===== config.mk =====
export PLATFORM = sky130hd
export DESIGN_NAME = adcbr_top
export DESIGN_NICKNAME = d
export VERILOG_FILES = /design/src/design/adcbr_cfg_shift.v /design/src/design/adcbr_top.v
export VERILOG_INCLUDE_DIRS = /design/src /design/src/design
export SDC_FILE = /design/constraint.sdc
export NUM_CORES = 1
export LEC_CHECK = 0
export ABC_AREA = 1
export BUFFER_PORTS_ARGS = -buffer_cell sky130_fd_sc_hd__buf_2
export CAP_MARGIN = 20
export CORE_AREA = 8 8 97 99
export CTS_CLUSTER_DIAMETER = 150
export DETAILED_ROUTE_END_ITERATION = 8
export DIE_AREA = 0 0 105 107
export PLACE_DENSITY = 0.83
export SYNTH_ARGS = -nofsm -noshare
export SYNTH_HDL_FRONTEND = slang
export SYNTH_SLANG_ARGS = --single-unit

===== constraint.sdc =====
create_clock -name hclk -period 2.45 [get_ports hclk]
set_input_delay 0.1225 -clock hclk [delete_from_list [all_inputs] [get_ports hclk]]
set_output_delay 0.1225 -clock hclk [all_outputs]
set_load 0.02 [all_outputs]

===== src/design/adcbr_consts.vh =====
// Constants for the converter busy, shared pin and range select block.
`ifndef ADCBR_CONSTS_VH
`define ADCBR_CONSTS_VH
// Register byte offsets.
`define ADCBR_OFS_CTRL 8'h00
`define ADCBR_OFS_STATUS 8'h04
`define ADCBR_OFS_RESULT 8'h08
`define ADCBR_OFS_START 8'h0c
// Control register fields.
`define ADCBR_CTRL_MODE 1:0
`define ADCBR_CTRL_HWSW 2
`define ADCBR_CTRL_EXTINT 3
`define ADCBR_CTRL_RDC 4
`define ADCBR_CTRL_INV 5
`define ADCBR_CTRL_SPAN 6
`define ADCBR_CTRL_POL 7
`define ADCBR_CTRL_W 8
`define ADCBR_CTRL_RST 8'h04
// Serial mode code and configuration word layout.
`define ADCBR_MODE_SERIAL 2'h3
`define ADCBR_CFG_W 4
`define ADCBR_CFG_POL 3
`define ADCBR_CFG_SPAN 2
`define ADCBR_CFG_RDC 1
`define ADCBR_CFG_EXTINT 0
// Timing: clock rate in MHz and busy times in ns.
`define ADCBR_CLK_MHZ 200
`define ADCBR_T_BUSY_NS 1000
`define ADCBR_T_BUSY_MRC_NS 1500
`define ADCBR_BUSY_CYC ((`ADCBR_T_BUSY_NS * `ADCBR_CLK_MHZ + 999) / 1000)
`define ADCBR_BUSY_MRC_CYC ((`ADCBR_T_BUSY_MRC_NS * `ADCBR_CLK_MHZ + 999) / 1000)
`define ADCBR_CNT_W 12
`define ADCBR_RES_W 18
`endif


===== src/design/adcbr_cfg_shift.v =====
// Serial configuration port receiver and configuration register.
`timescale 1ns/100ps
`include "adcbr_consts.vh"
module adcbr_cfg_shift #(
  parameter CFG_W = `ADCBR_CFG_W
) (
  // Clock and reset.
  input wire hclk,
  input wire hresetn,
  // Port enable and edge invert, with the synchronised serial configuration pins.
  input wire enable,
  input wire sel_n,
  input wire sclk,
  input wire sdin,
  input wire invert,
  // Clear from the falling edge of the conversion reset.
  input wire clear,
  // Latched configuration word.
  output reg [CFG_W-1:0] cfg
);
  reg sclk_d;
  reg sel_n_d;
  reg [CFG_W-1:0] shift;
  wire rise;
  wire fall;
  wire active_edge;

  // Edge detection on the already synchronised serial clock.
  assign rise = sclk & ~sclk_d;
  assign fall = ~sclk & sclk_d;
  assign active_edge = invert ? fall : rise;

  ////////////////////////////////////////////////////////////////////////
  // MSB-first capture
  // Bits enter at the bottom so the first bit ends at the top; the word
  // only takes effect when select returns high, so a partial shift is harmless.
  always @(posedge hclk or negedge hresetn)
  begin
    if (!hresetn)
    begin
      sclk_d <= 1'b0;
      sel_n_d <= 1'b1;
      shift <= {CFG_W{1'b0}};
      cfg <= {CFG_W{1'b0}};
    end
    else
    begin
      sclk_d <= sclk;
      sel_n_d <= sel_n;
      if (clear)
      begin
        shift <= {CFG_W{1'b0}};
        cfg <= {CFG_W{1'b0}};
      end
      else if (enable && !sel_n)
      begin
        if (active_edge)
          shift <= {shift[CFG_W-2:0], sdin};
      end
      else if (enable && sel_n && !sel_n_d)
        cfg <= shift;
    end
  end
endmodule // adcbr_cfg_shift


===== src/design/adcbr_top.v =====
// Converter busy output, shared result/select pin and input range decode.
`timescale 1ns/100ps
`include "adcbr_consts.vh"

module adcbr_top #(
  parameter RES_W = `ADCBR_RES_W,
  parameter BUSY_CYC = `ADCBR_BUSY_CYC,
  parameter BUSY_MRC_CYC = `ADCBR_BUSY_MRC_CYC
) (
  // Clock and reset.
  input wire hclk,
  input wire hresetn,
  // AHB-Lite slave.
  input wire hsel,
  input wire [7:0] haddr,
  input wire [1:0] htrans,
  input wire hwrite,
  input wire [2:0] hsize,
  input wire [31:0] hwdata,
  input wire hready,
  output wire hreadyout,
  output wire hresp,
  output reg [31:0] hrdata,
  // Converter pins from outside.
  input wire cnvst_n,
  input wire conv_reset,
  input wire config_serial_input,
  input wire config_serial_clock,
  // Converter core result, same clock.
  input wire [RES_W-1:0] core_result,
  // Shared pin: result MSB out or configuration select in.
  input wire config_port_select_n,
  output reg parallel_result_msb,
  output wire parallel_result_msb_oe_n,
  // Busy, range and result outputs.
  output reg busy,
  output reg [1:0] range_code,
  output reg [RES_W-1:0] result
);
  localparam ST_IDLE = 2'b01;
  localparam ST_CONV = 2'b10;
  localparam NSYNC = 4;

  reg [`ADCBR_CTRL_W-1:0] ctrl;
  reg [1:0] state;
  reg [`ADCBR_CNT_W-1:0] count;
  reg [NSYNC-1:0] sync1;
  reg [NSYNC-1:0] sync2;
  reg cnvst_d;
  reg reset_d;
  reg addr_wr;
  reg [7:0] addr_q;
  reg sw_start;
  wire [NSYNC-1:0] pins_in;
  wire cnvst_s;
  wire reset_s;
  wire sel_n_s;
  wire sclk_s;
  wire sdin_s;
  wire serial_mode;
  wire sw_config;
  wire start;
  wire reset_fall;
  wire mrc_mode;
  wire eff_pol;
  wire eff_span;
  wire [`ADCBR_CFG_W-1:0] cfg;
  wire [`ADCBR_CNT_W-1:0] busy_len;
  wire addr_ok;

  ////////////////////////////////////////////////////////////////////////
  // Two-stage synchronisers for every pin from outside the clock domain.
  assign pins_in = {cnvst_n, conv_reset, config_port_select_n, config_serial_clock};
  genvar gi;
  generate
    for (gi = 0; gi < NSYNC; gi = gi + 1)
    begin : g_sync
      always @(posedge hclk or negedge hresetn)
      begin
        if (!hresetn)
        begin
          sync1[gi] <= 1'b0;
          sync2[gi] <= 1'b0;
        end
        else
        begin
          sync1[gi] <= pins_in[gi];
          sync2[gi] <= sync1[gi];
        end
      end
    end
  endgenerate
  assign cnvst_s = sync2[3];
  assign reset_s = sync2[2];
  assign sel_n_s = sync2[1];
  assign sclk_s = sync2[0];

  // Serial data passes through the same two stages as its clock, so both arrive
  // together; the host changes data away from the active edge.
  reg sdin_1;
  reg sdin_2;
  always @(posedge hclk or negedge hresetn)
  begin
    if (!hresetn)
    begin
      sdin_1 <= 1'b0;
      sdin_2 <= 1'b0;
    end
    else
    begin
      sdin_1 <= config_serial_input;
      sdin_2 <= sdin_1;
    end
  end
  assign sdin_s = sdin_2;

  ////////////////////////////////////////////////////////////////////////
  // Mode decode and the serial configuration port.
  assign serial_mode = (ctrl[`ADCBR_CTRL_MODE] == `ADCBR_MODE_SERIAL);
  assign sw_config = serial_mode && !ctrl[`ADCBR_CTRL_HWSW];
  assign reset_fall = reset_d & ~reset_s;

  adcbr_cfg_shift #(
    .CFG_W(`ADCBR_CFG_W)
  ) u_cfg (
    .hclk(hclk),
    .hresetn(hresetn),
    .enable(sw_config),
    .sel_n(sel_n_s),
    .sclk(sclk_s),
    .sdin(sdin_s),
    .invert(ctrl[`ADCBR_CTRL_INV]),
    .clear(reset_fall),
    .cfg(cfg)
  );

  assign eff_pol = sw_config ? cfg[`ADCBR_CFG_POL] : ctrl[`ADCBR_CTRL_POL];
  assign eff_span = sw_config ? cfg[`ADCBR_CFG_SPAN] : ctrl[`ADCBR_CTRL_SPAN];
  assign mrc_mode = serial_mode &&
    !(sw_config ? cfg[`ADCBR_CFG_EXTINT] : ctrl[`ADCBR_CTRL_EXTINT]) &&
    !(sw_config ? cfg[`ADCBR_CFG_RDC] : ctrl[`ADCBR_CTRL_RDC]);
  assign busy_len = mrc_mode ? BUSY_MRC_CYC[`ADCBR_CNT_W-1:0] : BUSY_CYC[`ADCBR_CNT_W-1:0];

  ////////////////////////////////////////////////////////////////////////
  // shared pin direction
  // The pin is an input only in serial mode, so the host may drive it then.
  assign parallel_result_msb_oe_n = serial_mode;

  // Registered outputs: range code and result MSB on the shared pin.
  always @(posedge hclk or negedge hresetn)
  begin
    if (!hresetn)
    begin
      range_code <= 2'h0;
      parallel_result_msb <= 1'b0;
    end
    else
    begin
      range_code <= {eff_pol, eff_span};
      parallel_result_msb <= serial_mode ? 1'b0 : result[RES_W-1];
    end
  end

  ////////////////////////////////////////////////////////////////////////
  // Conversion sequencer: a falling start edge or a software start begins it.
  assign start = (cnvst_d & ~cnvst_s) | sw_start;
  always @(posedge hclk or negedge hresetn)
  begin
    if (!hresetn)
    begin
      state <= ST_IDLE;
      count <= {`ADCBR_CNT_W{1'b0}};
      busy <= 1'b0;
      result <= {RES_W{1'b0}};
      cnvst_d <= 1'b0;
      reset_d <= 1'b0;
    end
    else
    begin
      cnvst_d <= cnvst_s;
      reset_d <= reset_s;
      if (reset_s)
      begin
        state <= ST_IDLE;
        busy <= 1'b0;
        count <= {`ADCBR_CNT_W{1'b0}};
      end
      else
      begin
        if (reset_fall)
          result <= {RES_W{1'b0}};
        case (state)
          ST_IDLE:
          begin
            if (start)
            begin
              state <= ST_CONV;
              busy <= 1'b1;
              count <= busy_len - `ADCBR_CNT_W'h1;
            end
          end
          ST_CONV:
          begin
            // latch then drop busy
            // Busy falls in the same edge as the result lands, so a host
            // using that fall as data ready sees the new word.
            if (count == {`ADCBR_CNT_W{1'b0}})
            begin
              state <= ST_IDLE;
              busy <= 1'b0;
              result <= core_result;
            end
            else
              count <= count - `ADCBR_CNT_W'h1;
          end
          default:
          begin
            state <= ST_IDLE;
            busy <= 1'b0;
          end
        endcase
      end
    end
  end

  ////////////////////////////////////////////////////////////////////////
  // AHB-Lite slave: no wait states, always OKAY; reads are registered in
  // the address phase so hrdata comes from flip-flops.
  assign hreadyout = 1'b1;
  assign hresp = 1'b0;
  assign addr_ok = hsel && htrans[1] && hready;
  always @(posedge hclk or negedge hresetn)
  begin
    if (!hresetn)
    begin
      addr_wr <= 1'b0;
      addr_q <= 8'h00;
      hrdata <= 32'h00000000;
      ctrl <= `ADCBR_CTRL_RST;
      sw_start <= 1'b0;
    end
    else
    begin
      sw_start <= 1'b0;
      addr_wr <= addr_ok && hwrite;
      if (addr_ok)
        addr_q <= haddr;
      if (addr_ok && !hwrite)
      begin
        case (haddr)
          `ADCBR_OFS_CTRL: hrdata <= {24'h000000, ctrl};
          `ADCBR_OFS_STATUS: hrdata <= {23'h000000, cfg, serial_mode, range_code, mrc_mode, busy};
          `ADCBR_OFS_RESULT: hrdata <= {14'h0000, result};
          default: hrdata <= 32'h00000000;
        endcase
      end
      // Writes land in the data phase; unmapped writes are ignored.
      if (addr_wr)
      begin
        if (addr_q == `ADCBR_OFS_CTRL)
          ctrl <= hwdata[`ADCBR_CTRL_W-1:0];
        else if (addr_q == `ADCBR_OFS_START)
          sw_start <= hwdata[0];
      end
    end
  end
endmodule // adcbr_top


==> results.json <==
{
  "synthTopCellsByArea": "dfrtp_1 (54%), nand2_1 (9.6%), nand3_1 (5.9%)",
  "worstPathMaxFanout": 35,
  "cts-root-buf": "clkbuf_8",
  "synth_area_mm2": 0.00418,
  "yosysSeqAreaShare_pct": 55.7,
  "slew_violations": 0,
  "dp_hpwl_mm": 7.12,
  "maxCapViolCount": 0,
  "final_util_pct": 63.8,
  "avgSynthCellArea_um2": 8.77,
  "overflow": 0,
  "finalCriticalPeriod_ps": 2020,
  "postPlaceCellArea_mm2": 0.00464,
  "cts_tree": "done",
  "synth_top_family_by_area": "simple AND/OR/NAND/NOR gates",
  "hold_path_class": "input port to flop",
  "critical_path_class": "flop to flop",
  "p_leak_nw": 2.71,
  "r2r_start": "count[0]",
  "crit_end": "result[1]",
  "core-area_mm2": 0.00793,
  "syn_inst": 477,
  "drive_above_1_share_pct": 20.7,
  "yosys_warnings": 0,
  "max_stage_delay_ps": 540,
  "clk_latency_ps": 350,
  "min_from": "hwdata[6]",
  "ctsHtreeMaxLevel": 3,
  "rsz0062_at_grt": "false",
  "fin_nets": 658,
  "antenna_found_initial": 0,
  "power_frac_clock_pct": 32.4,
  "antennaDiodeCount": 0,
  "rows": 33,
  "synthAdderAreaFrac_pct": 0.598,
  "vdd_ir_drop_max_mv": 0.456,
  "grt_pass1_vias": 3506,
  "startpoint": "count[0]",
  "pin_count": 130,
  "grt_pass1_wl_mm": 16.3,
  "clock_sinks": 93,
  "drc_errors": 0,
  "synthFlopType": "dfrtp_1",
  "postCtsSetupBuffers": 0,
  "reg2reg_depth": 6,
  "cp-start-kind": "flop",
  "synthToLayoutAreaGrowth_pct": 21.0,
  "synth_area_leader_cell": "dfrtp_1",
  "p_comb_share_pct": 15.9,
  "crit_chain": "inv_1 > ha_1 > nand2_1 > nor2_1 > nand3_2 > o21ai_1",
  "worstSetupEndpointType": "flop",
  "r2r-end": "result[1]",
  "numCtsBuffers": 9,
  "cts_resized": 0,
  "drt-total-wl_mm": 9.77,
  "portBuffers": 85,
  "hold_viol_final": 0,
  "netlist.area_leader.share_pct": 53.8,
  "drt_iter0_drc": 235,
  "power.share.sequential_pct": 51.7,
  "status": "finished clean",
  "fp.dieH_um": 107,
  "viasPerCell": 5.05,
  "cp.depth": 6,
  "worst_pin_slew_ps": 641,
  "die_area_mm2": 0.0112,
  "dr.pass1.iters": 5,
  "p_sw_share_pct": 29.2,
  "finalSetupViolCount": 0,
  "final_area_mm2": 0.00506,
  "synth_edf_count": 0,
  "muxShareOfSynthArea_pct": 0.538,
  "wl_per_cell_um": 14.1,
  "grt_util_all_layers_pct": 17.7,
  "cp.arrival_ps": 2270,
  "max_slew_margin_pct": 57.2,
  "synth_xor_area_share_pct": 0.838,
  "power_density_mw_per_mm2": 663,
  "grt_max_degree": 54,
  "die_w_um": 105,
  "via_count": 3499,
  "cp_slowest_cell": "nand3_2",
  "crit_buf_inv": 1,
  "synth-compound-area-share_pct": 10.3,
  "required_ps": 2700,
  "synth_common_cells": "nand2_1 (107), dfrtp_1 (90), inv_1 (64)",
  "antenna_left": 0,
  "max_freq_mhz": 495,
  "synthSimpleGateAreaFrac_pct": 21.6,
  "setup_tns_ps": 0,
  "period_share_pct": 82.4,
  "ys_ff_latch": 93,
  "p_sw_mw": 0.979,
  "cts_buffer_depth": 2,
  "initial_core_util_pct": 52.8,
  "p_int_mw": 2.38,
  "path_clk_slew_ps": 90,
  "skew_ps": 4.19,
  "r2r_slack_ps": 430,
  "gp_congestion": 0.884,
  "ys_async_sr_fraction_pct": 100,
  "yosysUniqueCellTypes": 34,
  "crit_family": "simple AND/OR/NAND/NOR gates",
  "yosysMostFrequentCell": "nand2_1"
}
[state kept, by name (all words and copies together) (netlist names)]
signal               cells
cnvst_s                  1
hrdata                  18
reset_d                  1
state                    1
u_cfg.cfg                4
sw_start                 1
sdin_1                   1
count                   12
addr_wr                  1
addr_q                   8
u_cfg.sel_n_d            1
u_cfg.shift              4
busy                     1
reset_s                  1
cnvst_d                  1
u_cfg.sclk_d             1
sync1                    4
ctrl                     8
range_code               2
result                  18
parallel_result_msb      1
sclk_s                   1
sel_n_s                  1
sdin_2                   1
[layout by cell type (no fill, tap or decap), drive strengths merged]
master	instances
inv	67
nand4	5
nand3b	1
clkinv	2
bufinv	1
nor3	3
buf	87
nand3	51
and3	1
a21oi	7
ha	2
conb	16
nand2	110
dfrtp	90
o31ai	1
dfstp	3
xnor2	1
xor2	3
a22o	9
nor2	31
clkinvlp	1
mux2	2
clkbuf	11
o21ai	59
or2	2
dlygate4sd3	20
o22ai	2
[layer usage]
metal	track usage, %	vias to the layer above	wire length, um
met5	0	-	0
met4	5.50	0	165
met3	5.76	16	622
met2	30.4	115	4950
met1	20.6	1655	4030
li1	-	1713	-
[power by group through the flow]
stage	registers [mW]	logic [mW]	clock network, mW
final	1.74	0.532	1.09
after detailed placement	1.76	0.504	0
after global placement	1.76	0.488	0
after global routing	1.75	0.600	1.16
after floorplan	1.76	0.339	0
after CTS	1.73	0.531	1.11
[cells by family (layout without fill, tap and decap cells)]
kind of cell | after synthesis | count (layout)
other cells | 2 | 16
simple gates | 204 | 204
fa+ha+maj | 2 | 2
mux | 2 | 2
buf+inv | 92 | 189
xor+xnor | 4 | 4
flops | 93 | 93
compound gates | 78 | 78
[metrics by stage]
stage	setup slack [ps]	hold WS (ps)	instances	power, mW
6_report	430	12.2	693	3.36
5_1_grt	189	8.33	693	3.51
4_1_cts	460	1.00	693	3.37
3_5_place_dp	469	128	657	2.27
3_3_place_gp	523	126	657	2.25
2_1_floorplan	1030	-173	491	2.10
[worst reg2reg max path, stage by stage, from the launching register on]
cell,delay (ps)
dfrtp_1,370
inv_1,160
ha_1,210
nand2_1,60
nor2_1,190
nand3_2,540
o21ai_1,400
[worst min-delay path by stage]
| stage | endpoint | slack, ps | depth (start not counted) |
|---|---|---|---|
| 2_1_floorplan | addr_q[0] | -170 | 0 |
| 3_3_place_gp | sync1[0] | 130 | 1 |
| 3_5_place_dp | u_cfg.sclk_d | 130 | 1 |
| 4_1_cts | addr_wr | 1 | 3 |
| 5_1_grt | addr_q[0] | 8 | 2 |
| 6_report | ctrl[6] | 10 | 3 |
[final cells by class]
type | instances | area, um^2
clock buffer | 11 | 151
clock inverter | 5 | 66.3
fill | 651 | 2870
inverter | 66 | 248
multi-input combinational | 306 | 1480
sequential | 93 | 2330
tap | 105 | 131
timing repair buffer | 107 | 656
[timing repair]
action                                  4_1_cts  5_1_grt
hold endpoints to repair                     57        0
hold buffers                                 20        0
endpoints found under the setup margin        0        0
(Power assumes the default switching activity.)
